===== src/verilog/mps_pkg.sv =====
// Shared constants and helpers for the multichannel phase synthesiser
`default_nettype none

package mps_pkg;

  ////////////////////////////////////////////////////////////////////////////
  // Geometry
  localparam int CHANNELS  = 4;
  localparam int CH_W      = 2;
  localparam int PH_W      = 16;
  localparam int OUT_W     = 11;
  localparam int OUT_FLD_W = 16;
  localparam int DATA_W    = 2 * OUT_FLD_W;
  localparam int PHS_W     = 16;
  localparam int CFG_W     = 2 * PH_W;

  ////////////////////////////////////////////////////////////////////////////
  // Positions, counts and reset values
  localparam int                 CFG_STEP_LSB     = 0;
  localparam int                 CFG_SHIFT_LSB    = PH_W;
  localparam int                 DATA_COS_LSB     = 0;
  localparam int                 DATA_SIN_LSB     = OUT_FLD_W;
  localparam int                 LATENCY          = 2;
  localparam int                 RESET_MIN_CYCLES = 2;
  localparam logic [CH_W-1:0]    CH_FIRST         = 2'h0;
  localparam logic [CH_W-1:0]    CH_LAST          = 2'h3;
  localparam logic [PH_W-1:0]    PH_RESET         = 16'h0000;
  localparam logic [PH_W-1:0]    QUARTER_TURN     = 16'h4000;

  ////////////////////////////////////////////////////////////////////////////
  // Channel counter step with wrap
  function automatic logic [CH_W-1:0] mps_next_ch(input logic [CH_W-1:0] ch);
    mps_next_ch = (ch == CH_LAST) ? CH_FIRST : ch + 2'h1;
  endfunction

endpackage

`default_nettype wire


===== src/verilog/mps_if.sv =====
// Stream links between the phase synthesiser and its upstream/downstream logic
`timescale 1ns/1ps
`default_nettype none

interface mps_if;
  import mps_pkg::*;

  // Configuration stream
  logic                cfg_tvalid;
  logic                cfg_tready;
  logic [CFG_W-1:0]    cfg_tdata;
  logic                cfg_tlast;
  // Phase input stream
  logic                ph_tvalid;
  logic                ph_tready;
  logic [PH_W-1:0]     ph_tdata;
  logic                ph_tlast;
  logic [CH_W-1:0]     ph_tuser;
  // Output data stream
  logic                data_tvalid;
  logic                data_tready;
  logic [DATA_W-1:0]   data_tdata;
  logic [CH_W-1:0]     data_tuser;
  logic                data_tlast;
  // Output phase stream
  logic                phs_tvalid;
  logic                phs_tready;
  logic [PHS_W-1:0]    phs_tdata;
  logic [CH_W-1:0]     phs_tuser;
  logic                phs_tlast;
  // Events
  logic                ev_ph_last_missing;
  logic                ev_ph_last_unexpected;
  logic                ev_ph_chan_wrong;
  logic                ev_cfg_last_missing;
  logic                ev_cfg_last_unexpected;

  modport dev (
    input  cfg_tvalid, cfg_tdata, cfg_tlast,
    output cfg_tready,
    input  ph_tvalid, ph_tdata, ph_tlast, ph_tuser,
    output ph_tready,
    output data_tvalid, data_tdata, data_tuser, data_tlast,
    input  data_tready,
    output phs_tvalid, phs_tdata, phs_tuser, phs_tlast,
    input  phs_tready,
    output ev_ph_last_missing, ev_ph_last_unexpected, ev_ph_chan_wrong,
    output ev_cfg_last_missing, ev_cfg_last_unexpected
  );

  modport src (
    output cfg_tvalid, cfg_tdata, cfg_tlast,
    input  cfg_tready,
    output ph_tvalid, ph_tdata, ph_tlast, ph_tuser,
    input  ph_tready,
    input  data_tvalid, data_tdata, data_tuser, data_tlast,
    output data_tready,
    input  phs_tvalid, phs_tdata, phs_tuser, phs_tlast,
    output phs_tready,
    input  ev_ph_last_missing, ev_ph_last_unexpected, ev_ph_chan_wrong,
    input  ev_cfg_last_missing, ev_cfg_last_unexpected
  );
endinterface

`default_nettype wire


===== src/verilog/mps_device.sv =====
// Time-multiplexed phase accumulator and sine/cosine source with stream ports
//
// Contract
// - Channels output round-robin, channel 0 first.
// - Phase input latency is a fixed minimum.
// - Config latency counts from reset release.
// - Config changes wait for channel-counter alignment.
// - Reset held low at least two cycles.
// - With back-pressure, latency only has a minimum.
// - Without back-pressure, latency is constant.
// - Phase is running step sum plus shift.
// - Every stream carries a valid handshake.
// - Config has no address; last marks final channel.
// - One config transfer carries step and shift.
// - Flag missing last on final phase transfer.
// - Flag phase last at wrong position.
// - Flag phase channel id mismatch.
// - Flag missing last on final config transfer.
// - Flag config last at wrong position.
// - Channel id carried in output user sideband.
// - Sine and cosine share one data payload.
// - Phase stream carries accumulated phase, two bytes wide.
// - Events combinational, same cycle, each cycle.
// - Sign-extend sin/cos per byte, cosine low.
// - Sign-extend phase field to eight-bit multiple.
`timescale 1ns/1ps
`default_nettype none

module mps_device
  import mps_pkg::*;
(
  // Clock and reset
  input  wire logic clock,
  input  wire logic rstn,
  // Stream links
  mps_if.dev        bus
);

  ////////////////////////////////////////////////////////////////////////////
  // Quarter-wave sine table, amplitude in OUT_W-bit signed range
  function automatic logic [OUT_W-2:0] mps_quarter(input logic [3:0] idx);
    case (idx)
      4'h0:    mps_quarter = 10'h032;
      4'h1:    mps_quarter = 10'h096;
      4'h2:    mps_quarter = 10'h0F9;
      4'h3:    mps_quarter = 10'h159;
      4'h4:    mps_quarter = 10'h1B5;
      4'h5:    mps_quarter = 10'h20E;
      4'h6:    mps_quarter = 10'h261;
      4'h7:    mps_quarter = 10'h2AF;
      4'h8:    mps_quarter = 10'h2F6;
      4'h9:    mps_quarter = 10'h336;
      4'hA:    mps_quarter = 10'h36D;
      4'hB:    mps_quarter = 10'h39D;
      4'hC:    mps_quarter = 10'h3C3;
      4'hD:    mps_quarter = 10'h3E0;
      4'hE:    mps_quarter = 10'h3F4;
      default: mps_quarter = 10'h3FE;
    endcase
  endfunction

  // Signed sine of a phase, sign-extended to one byte-aligned field
  function automatic logic [OUT_FLD_W-1:0] mps_sine(input logic [PH_W-1:0] ph);
    logic [OUT_W-2:0] mag;
    logic [OUT_W-1:0] val;
    mag = mps_quarter(ph[PH_W-2] ? ~ph[PH_W-3:PH_W-6] : ph[PH_W-3:PH_W-6]);
    val = ph[PH_W-1] ? (~{1'b0, mag} + 11'h001) : {1'b0, mag};
    mps_sine = {{(OUT_FLD_W-OUT_W){val[OUT_W-1]}}, val};
  endfunction

  ////////////////////////////////////////////////////////////////////////////
  // State
  logic [CH_W-1:0]      cfg_ch;
  logic [CH_W-1:0]      ph_ch;
  logic                 pend_full;
  logic                 cfg_rdy;
  logic [PH_W-1:0]      acc        [CHANNELS];
  logic [PH_W-1:0]      step_act   [CHANNELS];
  logic [PH_W-1:0]      shift_act  [CHANNELS];
  logic [PH_W-1:0]      step_pend  [CHANNELS];
  logic [PH_W-1:0]      shift_pend [CHANNELS];
  logic                 s1_valid;
  logic [PH_W-1:0]      s1_phase;
  logic [CH_W-1:0]      s1_ch;
  logic                 s1_last;
  logic                 d_valid;
  logic                 p_valid;
  logic [DATA_W-1:0]    d_data;
  logic [PHS_W-1:0]     p_data;
  logic [CH_W-1:0]      o_ch;
  logic                 o_last;

  ////////////////////////////////////////////////////////////////////////////
  // Handshake decode
  wire                  stall;
  wire                  advance;
  wire                  cfg_fire;
  wire                  ph_fire;
  wire                  cfg_last_exp;
  wire                  ph_last_exp;
  wire                  apply;
  wire [PH_W-1:0]       cur_step;
  wire [PH_W-1:0]       cur_shift;
  wire [PH_W-1:0]       next_acc;

  assign stall        = (d_valid & ~bus.data_tready) | (p_valid & ~bus.phs_tready);
  assign advance      = ~stall;
  assign cfg_fire     = bus.cfg_tvalid & cfg_rdy;
  assign ph_fire      = bus.ph_tvalid & advance;
  assign cfg_last_exp = (cfg_ch == CH_LAST);
  assign ph_last_exp  = (ph_ch == CH_LAST);
  assign apply        = pend_full & ph_fire & (ph_ch == CH_FIRST);
  assign cur_step     = apply ? step_pend[ph_ch] : step_act[ph_ch];
  assign cur_shift    = apply ? shift_pend[ph_ch] : shift_act[ph_ch];
  assign next_acc     = acc[ph_ch] + cur_step + bus.ph_tdata;

  assign bus.cfg_tready = cfg_rdy;
  assign bus.ph_tready  = advance;

  ////////////////////////////////////////////////////////////////////////////
  // Events, same cycle as the offending transfer
  assign bus.ev_cfg_last_missing    = cfg_fire & cfg_last_exp & ~bus.cfg_tlast;
  assign bus.ev_cfg_last_unexpected = cfg_fire & ~cfg_last_exp & bus.cfg_tlast;
  assign bus.ev_ph_last_missing     = ph_fire & ph_last_exp & ~bus.ph_tlast;
  assign bus.ev_ph_last_unexpected  = ph_fire & ~ph_last_exp & bus.ph_tlast;
  assign bus.ev_ph_chan_wrong       = ph_fire & (bus.ph_tuser != ph_ch);

  ////////////////////////////////////////////////////////////////////////////
  // Config capture: channel from internal count, step and shift together
  always_ff @(posedge clock or negedge rstn) begin
    if (!rstn) begin
      cfg_ch    <= CH_FIRST;
      pend_full <= 1'b0;
      cfg_rdy   <= 1'b0;
    end else begin
      cfg_rdy <= 1'b1;
      if (cfg_fire) begin
        cfg_ch <= (bus.cfg_tlast | cfg_last_exp) ? CH_FIRST : mps_next_ch(cfg_ch);
      end
      // Completion wins over the clear by apply
      if (cfg_fire & cfg_last_exp) begin
        pend_full <= 1'b1;
      end else if (apply) begin
        pend_full <= 1'b0;
      end
    end
  end

  always_ff @(posedge clock or negedge rstn) begin
    if (!rstn) begin
      for (int i = 0; i < CHANNELS; i++) begin
        step_pend[i]  <= PH_RESET;
        shift_pend[i] <= PH_RESET;
      end
    end else if (cfg_fire) begin
      step_pend[cfg_ch]  <= bus.cfg_tdata[CFG_STEP_LSB +: PH_W];
      shift_pend[cfg_ch] <= bus.cfg_tdata[CFG_SHIFT_LSB +: PH_W];
    end
  end

  ////////////////////////////////////////////////////////////////////////////
  // Accumulate per channel, new settings only at a vector boundary
  always_ff @(posedge clock or negedge rstn) begin
    if (!rstn) begin
      ph_ch <= CH_FIRST;
      for (int i = 0; i < CHANNELS; i++) begin
        acc[i]       <= PH_RESET;
        step_act[i]  <= PH_RESET;
        shift_act[i] <= PH_RESET;
      end
    end else if (ph_fire) begin
      ph_ch      <= mps_next_ch(ph_ch);
      acc[ph_ch] <= next_acc;
      if (apply) begin
        for (int i = 0; i < CHANNELS; i++) begin
          step_act[i]  <= step_pend[i];
          shift_act[i] <= shift_pend[i];
        end
      end
    end
  end

  ////////////////////////////////////////////////////////////////////////////
  // Pipeline: stage 1 phase, stage 2 lookup and output registers
  always_ff @(posedge clock or negedge rstn) begin
    if (!rstn) begin
      s1_valid <= 1'b0;
      s1_phase <= PH_RESET;
      s1_ch    <= CH_FIRST;
      s1_last  <= 1'b0;
    end else if (advance) begin
      s1_valid <= ph_fire;
      s1_phase <= next_acc + cur_shift;
      s1_ch    <= ph_ch;
      s1_last  <= ph_last_exp;
    end
  end

  always_ff @(posedge clock or negedge rstn) begin
    if (!rstn) begin
      d_valid <= 1'b0;
      p_valid <= 1'b0;
      d_data  <= '0;
      p_data  <= '0;
      o_ch    <= CH_FIRST;
      o_last  <= 1'b0;
    end else if (advance) begin
      d_valid <= s1_valid;
      p_valid <= s1_valid;
      d_data  <= {mps_sine(s1_phase), mps_sine(s1_phase + QUARTER_TURN)};
      p_data  <= {{(PHS_W-PH_W){s1_phase[PH_W-1]}}, s1_phase};
      o_ch    <= s1_ch;
      o_last  <= s1_last;
    end else begin
      d_valid <= d_valid & ~bus.data_tready;
      p_valid <= p_valid & ~bus.phs_tready;
    end
  end

  ////////////////////////////////////////////////////////////////////////////
  // Output streams
  assign bus.data_tvalid = d_valid;
  assign bus.data_tdata  = d_data;
  assign bus.data_tuser  = o_ch;
  assign bus.data_tlast  = o_last;
  assign bus.phs_tvalid  = p_valid;
  assign bus.phs_tdata   = p_data;
  assign bus.phs_tuser   = o_ch;
  assign bus.phs_tlast   = o_last;

endmodule

`default_nettype wire


===== src/flat_wrapper.sv =====
// flat-port wrapper written by rule: the top's interface ports become plain ports
module mps_device_flat import mps_pkg::*;
  (clock, rstn, bus_cfg_tvalid, bus_cfg_tdata, bus_cfg_tlast, bus_cfg_tready, bus_ph_tvalid, bus_ph_tdata, bus_ph_tlast, bus_ph_tuser, bus_ph_tready, bus_data_tvalid, bus_data_tdata, bus_data_tuser, bus_data_tlast, bus_data_tready, bus_phs_tvalid, bus_phs_tdata, bus_phs_tuser, bus_phs_tlast, bus_phs_tready, bus_ev_ph_last_missing, bus_ev_ph_last_unexpected, bus_ev_ph_chan_wrong, bus_ev_cfg_last_missing, bus_ev_cfg_last_unexpected);
  mps_if bus_i ();
  input  wire logic clock;
  input  wire logic rstn;
  input wire logic [$bits(bus_i.cfg_tvalid)-1:0] bus_cfg_tvalid;
  input wire logic [$bits(bus_i.cfg_tdata)-1:0] bus_cfg_tdata;
  input wire logic [$bits(bus_i.cfg_tlast)-1:0] bus_cfg_tlast;
  output wire logic [$bits(bus_i.cfg_tready)-1:0] bus_cfg_tready;
  input wire logic [$bits(bus_i.ph_tvalid)-1:0] bus_ph_tvalid;
  input wire logic [$bits(bus_i.ph_tdata)-1:0] bus_ph_tdata;
  input wire logic [$bits(bus_i.ph_tlast)-1:0] bus_ph_tlast;
  input wire logic [$bits(bus_i.ph_tuser)-1:0] bus_ph_tuser;
  output wire logic [$bits(bus_i.ph_tready)-1:0] bus_ph_tready;
  output wire logic [$bits(bus_i.data_tvalid)-1:0] bus_data_tvalid;
  output wire logic [$bits(bus_i.data_tdata)-1:0] bus_data_tdata;
  output wire logic [$bits(bus_i.data_tuser)-1:0] bus_data_tuser;
  output wire logic [$bits(bus_i.data_tlast)-1:0] bus_data_tlast;
  input wire logic [$bits(bus_i.data_tready)-1:0] bus_data_tready;
  output wire logic [$bits(bus_i.phs_tvalid)-1:0] bus_phs_tvalid;
  output wire logic [$bits(bus_i.phs_tdata)-1:0] bus_phs_tdata;
  output wire logic [$bits(bus_i.phs_tuser)-1:0] bus_phs_tuser;
  output wire logic [$bits(bus_i.phs_tlast)-1:0] bus_phs_tlast;
  input wire logic [$bits(bus_i.phs_tready)-1:0] bus_phs_tready;
  output wire logic [$bits(bus_i.ev_ph_last_missing)-1:0] bus_ev_ph_last_missing;
  output wire logic [$bits(bus_i.ev_ph_last_unexpected)-1:0] bus_ev_ph_last_unexpected;
  output wire logic [$bits(bus_i.ev_ph_chan_wrong)-1:0] bus_ev_ph_chan_wrong;
  output wire logic [$bits(bus_i.ev_cfg_last_missing)-1:0] bus_ev_cfg_last_missing;
  output wire logic [$bits(bus_i.ev_cfg_last_unexpected)-1:0] bus_ev_cfg_last_unexpected;
  assign bus_i.cfg_tvalid = bus_cfg_tvalid;
  assign bus_i.cfg_tdata = bus_cfg_tdata;
  assign bus_i.cfg_tlast = bus_cfg_tlast;
  assign bus_cfg_tready = bus_i.cfg_tready;
  assign bus_i.ph_tvalid = bus_ph_tvalid;
  assign bus_i.ph_tdata = bus_ph_tdata;
  assign bus_i.ph_tlast = bus_ph_tlast;
  assign bus_i.ph_tuser = bus_ph_tuser;
  assign bus_ph_tready = bus_i.ph_tready;
  assign bus_data_tvalid = bus_i.data_tvalid;
  assign bus_data_tdata = bus_i.data_tdata;
  assign bus_data_tuser = bus_i.data_tuser;
  assign bus_data_tlast = bus_i.data_tlast;
  assign bus_i.data_tready = bus_data_tready;
  assign bus_phs_tvalid = bus_i.phs_tvalid;
  assign bus_phs_tdata = bus_i.phs_tdata;
  assign bus_phs_tuser = bus_i.phs_tuser;
  assign bus_phs_tlast = bus_i.phs_tlast;
  assign bus_i.phs_tready = bus_phs_tready;
  assign bus_ev_ph_last_missing = bus_i.ev_ph_last_missing;
  assign bus_ev_ph_last_unexpected = bus_i.ev_ph_last_unexpected;
  assign bus_ev_ph_chan_wrong = bus_i.ev_ph_chan_wrong;
  assign bus_ev_cfg_last_missing = bus_i.ev_cfg_last_missing;
  assign bus_ev_cfg_last_unexpected = bus_i.ev_cfg_last_unexpected;
  mps_device u_core (.clock(clock), .rstn(rstn), .bus(bus_i));
endmodule

===== config.mk =====
export PLATFORM = sky130hd
export DESIGN_NAME = mps_device_flat
export DESIGN_NICKNAME = d
export VERILOG_FILES = /design/src/verilog/mps_pkg.sv /design/src/verilog/mps_if.sv /design/src/verilog/mps_device.sv /design/src/flat_wrapper.sv
export SDC_FILE = /design/constraint.sdc
export NUM_CORES = 1
export LEC_CHECK = 0
export BUFFER_PORTS_ARGS = -buffer_cell sky130_fd_sc_hd__buf_2
export CAP_MARGIN = 10
export CORE_MARGIN = 5
export CORE_UTILIZATION = 45
export CTS_CLUSTER_DIAMETER = 150
export CTS_CLUSTER_SIZE = 24
export DETAILED_ROUTE_END_ITERATION = 12
export GPL_TIMING_DRIVEN = 1
export HOLD_SLACK_MARGIN = 0.12
export PLACE_DENSITY = 0.74
export SLEW_MARGIN = 25
export SYNTH_ARGS = -nofsm -noshare
export SYNTH_HDL_FRONTEND = slang
export SYNTH_SLANG_ARGS = --single-unit
export TNS_END_PERCENT = 20

===== constraint.sdc =====
create_clock -name clock -period 8.34 [get_ports clock]
set_input_delay 2.085 -clock clock [delete_from_list [all_inputs] [get_ports clock]]
set_output_delay 2.085 -clock clock [all_outputs]
set_load 0.005 [all_outputs]

# After elaboration in Yosys (flattened, before gate mapping)
# Memory sizes are Yosys's and may differ from the RTL's.
# Index checks and enable logic that the tools add are counted.
[totals]
reg_bits = 394
memories = 2
rom_bits = 320
wordCells = 123
[op_classes]
bitwise_logic = 30
magnitude_cmp = 4
n_addsub = 8
reduce_logical = 5
muxes = 37
n_eq_ne = 3
[memory_table]
columns = ["name", "depth", "word_bits", "rd", "rd_clocked_by_memory_dff", "write_ports", "line_no", "source"]
rows = [
  ["(name not given)", 16, 10, 1, 0, 0, "mps_device.sv:42", "case (idx)"],
  ["(name not given)", 16, 10, 1, 0, 0, "mps_device.sv:42", ""],
]
[op_table]
columns = ["cell", "count"]
rows = [
  ["$mux W16", 14],
  ["$bwmux W64", 3],
  ["$bmux W16 S2", 5],
  ["$demux W16 S2", 2],
  ["$add A16 B16 Y16", 3],
  ["$add A11 B1 Y11 const B", 2],
  ["$mux W11", 2],
  ["$not A10 Y11", 2],
  ["$mux W10", 2],
  ["$add A16 B15 Y16 const B", 1],
  ["$and A1 B1 Y1", 15],
  ["$mux W4", 2],
  ["$not A4 Y4", 2],
  ["$not A1 Y1", 7],
  ["$ge A3 B3 Y1 const B", 2],
  ["$lt A3 B1 Y1 const B", 2],
  ["$mux W2", 3],
  ["$not A2 Y3", 2],
  ["$add A2 B1 Y2 const B", 2],
  ["$eq A2 B2 Y1 const B", 2],
  ["$mux W1", 4],
  ["$logic_and A1 B1 Y1", 2],
  ["$logic_not A2 Y1", 1],
  ["$ne A2 B2 Y1", 1],
  ["other kinds (3)", 4],
]

# Logic depth before layout (Yosys ltp)
# Gate-level depths: netlist (run 1).
[depth]
ltp_word = 11
ltp_mapped = 31
ltp_nobuf = 22

# Worst setup path after synthesis (run 1)
# OpenSTA, ideal clock, no wires.
[synth_path]
path_type = "in2reg"
from = "in bus_phs_tready"
to = "reg u_core.s1_phase[14]"
path_stages = 21
setup_slack_ns = 0.575
setup_ns = 0.079
t_arrival_ns = 7.685
n_path_buf = 3
cell_sequence = "and2b_1 -> nor3_4 -> buf_4 -> clkbuf_1 -> buf_2 -> mux2_2 -> mux4_2 -> fa_1 -> ha_1 -> fa_1 -> a211oi_2 -> o21ai_0 -> a21oi_1 -> xnor2_1 -> ha_1 -> o41ai_1 -> nor2_1 -> a211oi_1 -> o31ai_1 -> a21oi_1 -> mux2i_1"
[synth_via]
elab_chain_len = 11
word_cells_on_any_way = 12
[synth_rtl]
columns = ["element", "line_no", "source"]
rows = [
  ["start, declared", "flat_wrapper.sv:25", "input wire logic [$bits(bus_i.phs_tready)-1:0] bus_phs_tready;"],
  ["$not A1 Y1", "mps_device.sv:106", "assign stall = (d_valid & ~bus.data_tready) | (p_valid & ~bus.phs_tready);"],
  ["$and A1 B1 Y1", "mps_device.sv:106", ""],
  ["$or A1 B1 Y1", "mps_device.sv:106", ""],
  ["$not A1 Y1", "mps_device.sv:107", "assign advance = ~stall;"],
  ["$and A1 B1 Y1", "mps_device.sv:109", "assign ph_fire = bus.ph_tvalid & advance;"],
  ["$and A1 B1 Y1 (2 in series)", "mps_device.sv:112", "assign apply = pend_full & ph_fire & (ph_ch == CH_FIRST);"],
  ["$mux W16", "mps_device.sv:113", "assign cur_step = apply ? step_pend[ph_ch] : step_act[ph_ch];"],
  ["$add A16 B16 Y16 (2 in series)", "mps_device.sv:115", "assign next_acc = acc[ph_ch] + cur_step + bus.ph_tdata;"],
  ["net u_core.next_acc[7]", "mps_device.sv:104", "wire [PH_W-1:0] next_acc;"],
  ["$add A16 B16 Y16", "mps_device.sv:193", "s1_phase <= next_acc + cur_shift;"],
  ["end signal, assigned", "mps_device.sv:193", ""],
  ["end, declared", "mps_device.sv:83", "logic [PH_W-1:0] s1_phase;"],
]
# The timed path passes the listed nets, and every way through them passes these cells.
# A chain may end at the register's enable or synchronous reset.

# Final worst setup path (run 1)
[layout_path]
from = "in bus_ph_tvalid"
to = "reg u_core.s1_phase[13]"
[layout_via]
elab_chain_len = 7
word_cells_on_any_way = 8
[layout_rtl]
columns = ["element", "line_no", "source"]
rows = [
  ["start, declared", "flat_wrapper.sv:11", "input wire logic [$bits(bus_i.ph_tvalid)-1:0] bus_ph_tvalid;"],
  ["$and A1 B1 Y1 (*)", "mps_device.sv:109", ""],
  ["$and A1 B1 Y1 (*) (2 in series)", "mps_device.sv:112", ""],
  ["$mux W16", "mps_device.sv:113", ""],
  ["$add A16 B16 Y16 (2 in series)", "mps_device.sv:115", ""],
  ["$add A16 B16 Y16 (*)", "mps_device.sv:193", ""],
]
# Mark *: on every way between the ends. The rest lies on a longest branch, timed or not.

==> reports/qor.yml, run 1 <==
clocking:
  clock_latency_ns: 0.54
  cts-hold-fix-buffers: 0
  post_cts_resize_count: 0
  cts_tree: "yes"
  cts_made_buffers: 20
  htree_levels: 1
  cts_setup_buffers: 0
  cts_num_sinks: 389
  path_clk_slew_ns: 0.09
  clock_path_buffers: 3
  root_buffer: "clkbuf_16"
min_path:
  worst_hold_startpoint: "u_core.bus.phs_tdata[3]$_DFFE_PN0N_"
  hp-class: "reg -> reg"
  min_to: "u_core.bus.phs_tdata[3]$_DFFE_PN0N_"
  hold_path_depth: 2
sta:
  slew_viol_final: 0
  hold_ws_ns: 0.477
  finalHoldViolations: 0
  rsz0062_at_grt: "no"
  setup_violations: 0
  period_share_pct: 91.1
  max_slew.worst_pin.slew_ns: 0.811
  setup_tns_ns: 0
  fin_crit_ns: 7.60
  finalClockSkew_ns: 0.0308
  relSlewSlack_pct: 45.6
  timing.fmax_mhz: 132
grt:
  grt_pass1_wl_um: 64200
  antenna_found_initial: 3
  grt_pass1_vias: 11900
  top_usage_layer: "met2"
  grt_use_met3_pct: 2.13
  grtUsageTotal_pct: 17.4
  grt_max_degree: 157
  met2_usage_pct: 29.5
  grt-ovfl-total: 0
  grt_util_met1_pct: 24.9
layout:
  syn2layout_area_growth_pct: 8.93
  drive_gt1_share_pct: 35.7
  antennaDiodeCount: 0
  stdcell_count: 2051
  final_net_count: 1640
logic_synthesis:
  netlist_area_mm2: 0.0186
  synth_area_leaders: "dfrtp_1, mux2_2, mux4_2"
  synthAdderAreaFrac_pct: 5.00
  ys_seq_area_share_pct: 52.4
  synthMuxAreaShare_pct: 24.6
  synth_edf_count: 0
  yosys.cell_types.count: 66
  ys_ff_latch: 389
  synth_compound_area_share_pct: 5.95
  synthTopCellsByCount: "dfrtp_1, mux2_2, nand2_1"
  async_reset_ff_share_pct: 100
  synth_simple_gate_area_share_pct: 6.30
  synth_top_family_by_area: "multiplexers"
  synth_top_area_share_pct: 52.4
  synth-xor-area-share_pct: 2.78
  synth_ff_type: "dfrtp_1"
  ys.warnings.count: 0
  yosysMostFrequentCell: "dfrtp_1"
  synthCells: 1439
  syn_area_per_cell_um2: 12.9
  syn_nets: 1561
  yosysTopAreaCell: "dfrtp_1"
critical_path:
  crit_arrival_ns: 8.02
  path_max_fanout: 20
  worstRegToRegCells: 25
  critPathCaptureType: "register"
  r2r_setup_slack_ns: 1.37
  cp.required_ns: 8.77
  critPathKind: "in -> reg"
  timing.rr.start: "u_core.ph_ch[1]$_DFFE_PN0N_"
  critPathLaunchType: "input pin"
  r2r_end: "u_core.s1_phase[13]$_DFFE_PN0N_"
detailed_routing:
  drt_first_pass_iters: 5
  drt-total-wl_um: 39200
  ant_nets: 0
  wire_per_inst_um: 19.1
  vias: 11200
  drtIter0Drc: 642
  routed_via_density: 5.48
  drc_errors: 0
placement:
  gp_congestion: 0.886
  post-place-cells: 2028
  io_buffer_count: 120
  dp_hpwl_um: 27100
floorplanning:
  initial_core_util_pct: 45.5
  die_area_mm2: 0.0454
  die_x_um: 213
  io_pins: 121
  core_region_area_mm2: 0.0408
  die_y_um: 213
  rows: 74
flow_run:
  drv_cap: 0
status:
  status: "complete, no violations"
## sequential cells by signal (all words and copies together) (netlist names), 2 cells and up
signal and cells:
u_core.step_act 64, u_core.step_pend 64, u_core.shift_pend 64, u_core.bus.data_tuser 2, u_core.shift_act 64, u_core.s1_ch 2
u_core.acc 64, u_core.bus.phs_tdata 16, u_core.s1_phase 16, u_core.bus.data_tdata 22, u_core.ph_ch 2, u_core.cfg_ch 2
## worst max-delay path, cell delays in order
cell and delay (ns):
buf_2 0.15, nand3_1 0.22, nor3_4 0.51, buf_4 0.30
buf_12 0.18, mux2_2 0.35, mux4_2 0.48, fa_1 0.47
ha_1 0.43, nand2_1 0.12, nor4_1 0.37, nor2_1 0.13
and4_1 0.25, nor2_2 0.23, inv_1 0.07, ha_1 0.31
a21oi_1 0.26, nand2_1 0.08, nor3_1 0.30, o41ai_1 0.14
a21oi_1 0.19, xnor2_1 0.08, mux2_2 0.26
## per-layer routing
layer / share of wire, % / up-vias
met4: 1.4 / 6
li1: - / 5201
met2: 49 / 182
met5: 0.12 / -
met3: 3.6 / 43
met1: 46 / 5799
## final cells by class
class,instances,area (um^2)
inverters,35,131
fillers,3563,20600
clock inverters,1,20.0
flip-flops and latches,389,9740
clock buffers,22,529
repair buffers,143,812
multi-input cells,929,8340
well taps,532,666
## cell usage in the layout, fill, tap and decap left out, drive strengths merged, types with 6 or more instances in the layout
cell type / instances
o21ai: 78
inv: 35
clkbuf: 22
a21o: 10
a211oi: 10
buf: 143
or3: 8
nor3: 10
dfrtp: 389
o31ai: 6
mux4: 48
mux2: 302
and3: 6
nor4: 8
xnor2: 42
xor2: 17
fa: 17
nor2: 39
nand3: 11
o21a: 6
nand2: 161
ha: 47
mux2i: 9
a21oi: 46
## logic make-up (layout without fill, tap and decap cells)
family          count (synthesis)  in the layout
xor+xnor                       59             59
fa+ha+maj                      64             64
simple gates                  264            264
compound gates                182            182
buf+inv                       121            201
mux                           359            359
other cells                     1              1
flops                         389            389
## worst max-delay path by stage
stage / startpoint / to / slack (ns) / cells after the start
finish: bus_ph_tvalid / u_core.s1_phase[13]$_DFFE_PN0N_ / 0.74 / 23
detailed placement: bus_ph_tvalid / u_core.s1_phase[13]$_DFFE_PN0N_ / 0.24 / 23
global route: bus_ph_tvalid / u_core.s1_phase[13]$_DFFE_PN0N_ / 0.33 / 23
floorplan: bus_phs_tready / u_core.s1_phase[14]$_DFFE_PN0N_ / 0.58 / 21
CTS: bus_ph_tvalid / u_core.s1_phase[14]$_DFFE_PN0N_ / 0.79 / 20
global placement: bus_phs_tready / u_core.s1_phase[13]$_DFFE_PN0N_ / 0.40 / 23
## per-stage QoR
step / setup WS [ns] / instance area [um^2] / util (%)
floorplan: 0.575 / 18600 / -
global placement: 0.398 / 19700 / 48.1
detailed placement: 0.238 / 19700 / 48.2
CTS: 0.795 / 20200 / 49.5
global route: 0.333 / 20200 / 49.6
finish: 0.741 / 20200 / 49.6
Power of run 1 is left out: the tool's default activity adds up to more than one toggle a clock period on the data nets, which glitch-free logic cannot reach.
==> run 2: changes to the inputs <==
--- a/config.mk
+++ b/config.mk
@@ -5,6 +5,7 @@
 export SDC_FILE = /design/constraint.sdc
 export NUM_CORES = 1
 export LEC_CHECK = 0
+export ABC_AREA = 1
 export BUFFER_PORTS_ARGS = -buffer_cell sky130_fd_sc_hd__buf_2
 export CAP_MARGIN = 10
 export CORE_MARGIN = 5
==> reports/qor.yml, run 2 <==
detailed_routing:
  drc_errors: 0
  drt-total-wl_um: 47100
  ant_nets: 0
  wire_per_inst_um: 16.5
  drtIter0Drc: 1441
  drt_first_pass_iters: 5
  routed_via_density: 5.29
  vias: 15100
clocking:
  clock_path_buffers: 3
  post_cts_resize_count: 0
  cts_num_sinks: 389
  htree_levels: 1
  cts-hold-fix-buffers: 0
  clock_latency_ns: 0.55
  path_clk_slew_ns: 0.10
  root_buffer: "clkbuf_16"
  cts_tree: "yes"
  cts_setup_buffers: 0
  cts_made_buffers: 20
layout:
  drive_gt1_share_pct: 8.50
  layout_common_cells: "nand2_1, dfrtp_1, o21ai_0"
  antennaDiodeCount: 0
  final_net_count: 2439
  final_common_cell: "nand2_1"
  syn2layout_area_growth_pct: 7.58
critical_path:
  crit_arrival_ns: 7.32
  critPathKind: "in -> reg"
  worstRegToRegCells: 28
  cp.required_ns: 8.78
  critPathCaptureType: "register"
  cp_top_family: "simple AND/OR/NAND/NOR gates"
  worst_path_max_delay_cell: "fa_1"
  critPathLaunchType: "input pin"
  crit_buf_inv: 3
  path_depth: 31
  cpPeakStageDelay_ns: 0.54
  timing.rr.start: "u_core.ph_ch[0]$_DFFE_PN0N_"
  cp-startpoint: "bus_data_tready"
  r2r_setup_slack_ns: 2.23
  r2r_end: "u_core.s1_phase[14]$_DFFE_PN0N_"
  path_max_fanout: 46
  setup.worst_path.end: "u_core.s1_phase[14]$_DFFE_PN0N_"
  cpMostUsedCell: "nand2_1"
logic_synthesis:
  yosysTopAreaCell: "dfrtp_1"
  synth_edf_count: 0
  yosysMostFrequentCell: "nand2_1"
  synthCells: 2289
  syn_area_per_cell_um2: 8.19
  async_reset_ff_share_pct: 100
  synthTopCellsByCount: "nand2_1, dfrtp_1, o21ai_0"
  synth_top_area_share_pct: 51.9
  syn_nets: 2411
  ys_seq_area_share_pct: 51.9
  ys.warnings.count: 0
  ys_ff_latch: 389
  yosys.cell_types.count: 50
  netlist_area_mm2: 0.0187
  synth_area_leaders: "dfrtp_1, nand2_1, o21ai_0"
  synth_ff_type: "dfrtp_1"
grt:
  grt-ovfl-total: 0
  grt_max_degree: 155
  grt_pass1_wl_um: 78200
  grtUsageTotal_pct: 20.3
  grt_pass1_vias: 14800
  antenna_found_initial: 1
floorplanning:
  die_y_um: 214
  rows: 74
  core_region_area_mm2: 0.0410
  die_area_mm2: 0.0458
  die_x_um: 214
  initial_core_util_pct: 45.7
  io_pins: 121
placement:
  gp_congestion: 0.944
  io_buffer_count: 120
  dp_hpwl_um: 30500
sta:
  slew_viol_final: 0
  setup_tns_ns: 0
  max_slew.worst_pin.slew_ns: 0.978
  setup_violations: 0
  relSlewSlack_pct: 34.6
  finalClockSkew_ns: 0.0185
  timing.fmax_mhz: 145
  finalHoldViolations: 0
  rsz0062_at_grt: "no"
  period_share_pct: 82.5
  fin_crit_ns: 6.88
status:
  status: "complete, no violations"
min_path:
  hp-class: "reg -> reg"
flow_run:
  drv_cap: 0
-- run 2: kinds of logic after synthesis --
| logic type | after synthesis | share of synthesized area, % |
|---|---|---|
| xor+xnor | 37 | 1.95 |
| other cells | 1 | 0.0200 |
| buf+inv | 266 | 5.89 |
| flops | 389 | 51.9 |
| simple gates | 1086 | 22.6 |
| fa+ha+maj | 64 | 4.95 |
| compound gates | 446 | 12.7 |
-- run 2: how the worst min path moves through the flow --
stage / from / to / cells after the start
6_report: u_core.shift_pend[35]$_DFFE_PN0P_ / u_core.shift_act[35]$_DFFE_PN0P_ / 2
5_1_grt: u_core.shift_act[0]$_DFFE_PN0P_ / u_core.shift_act[0]$_DFFE_PN0P_ / 2
4_1_cts: u_core.shift_act[3]$_DFFE_PN0P_ / u_core.shift_act[3]$_DFFE_PN0P_ / 2
3_5_place_dp: u_core.shift_act[14]$_DFFE_PN0P_ / u_core.shift_act[14]$_DFFE_PN0P_ / 2
3_3_place_gp: u_core.step_act[12]$_DFFE_PN0P_ / u_core.step_act[12]$_DFFE_PN0P_ / 2
2_1_floorplan: u_core.shift_act[0]$_DFFE_PN0P_ / u_core.shift_act[0]$_DFFE_PN0P_ / 2
-- run 2: worst register-to-register path: cells and delay by family, from the launching register on --
family	cells	cell delay, ns
xor gates and xnor gates	1	0.18
adders and majority gates	5	1.94
and+or+nand+nor	17	1.74
DFF	1	0.90
buffers and inverters	2	0.51
AOI/OAI and AO/OA	3	0.74
-- run 2: cell type report --
cell class | count | area, um^2
timing repair buffer | 139 | 798
tap | 532 | 666
fill | 3880 | 20800
clock inverter | 2 | 36.3
inverter | 133 | 500
sequential | 389 | 9740
multi-input combinational | 1634 | 7930
clock buffer | 21 | 504
-- run 2: per-layer routing --
| metal | wire (um) | vias up | track usage, % | part of all wire, % |
|---|---|---|---|---|
| met3 | 2820 | 76 | 3.46 | 6.0 |
| met5 | 11 | - | 0 | 0.023 |
| li1 | - | 7348 | - | - |
| met2 | 21800 | 459 | 33.1 | 46 |
| met4 | 1000 | 2 | 4.57 | 2.1 |
| met1 | 21500 | 7184 | 28.9 | 46 |
-- run 2: per-stage QoR --
| step | util [%] | std cells | cell area [um^2] | setup WS, ns | hold slack [ns] |
|---|---|---|---|---|---|
| 2_1_floorplan | - | 2289 | 18700 | 1.93 | 0.440 |
| 3_3_place_gp | 47.8 | 2827 | 19600 | 1.10 | 0.454 |
| 3_5_place_dp | 47.8 | 2827 | 19600 | 0.963 | 0.457 |
| 4_1_cts | 49.2 | 2850 | 20200 | 1.51 | 0.481 |
| 5_1_grt | 49.2 | 2850 | 20200 | 1.02 | 0.501 |
| 6_report | 49.2 | 2850 | 20200 | 1.46 | 0.477 |
Power of run 2 is left out for the same reason.
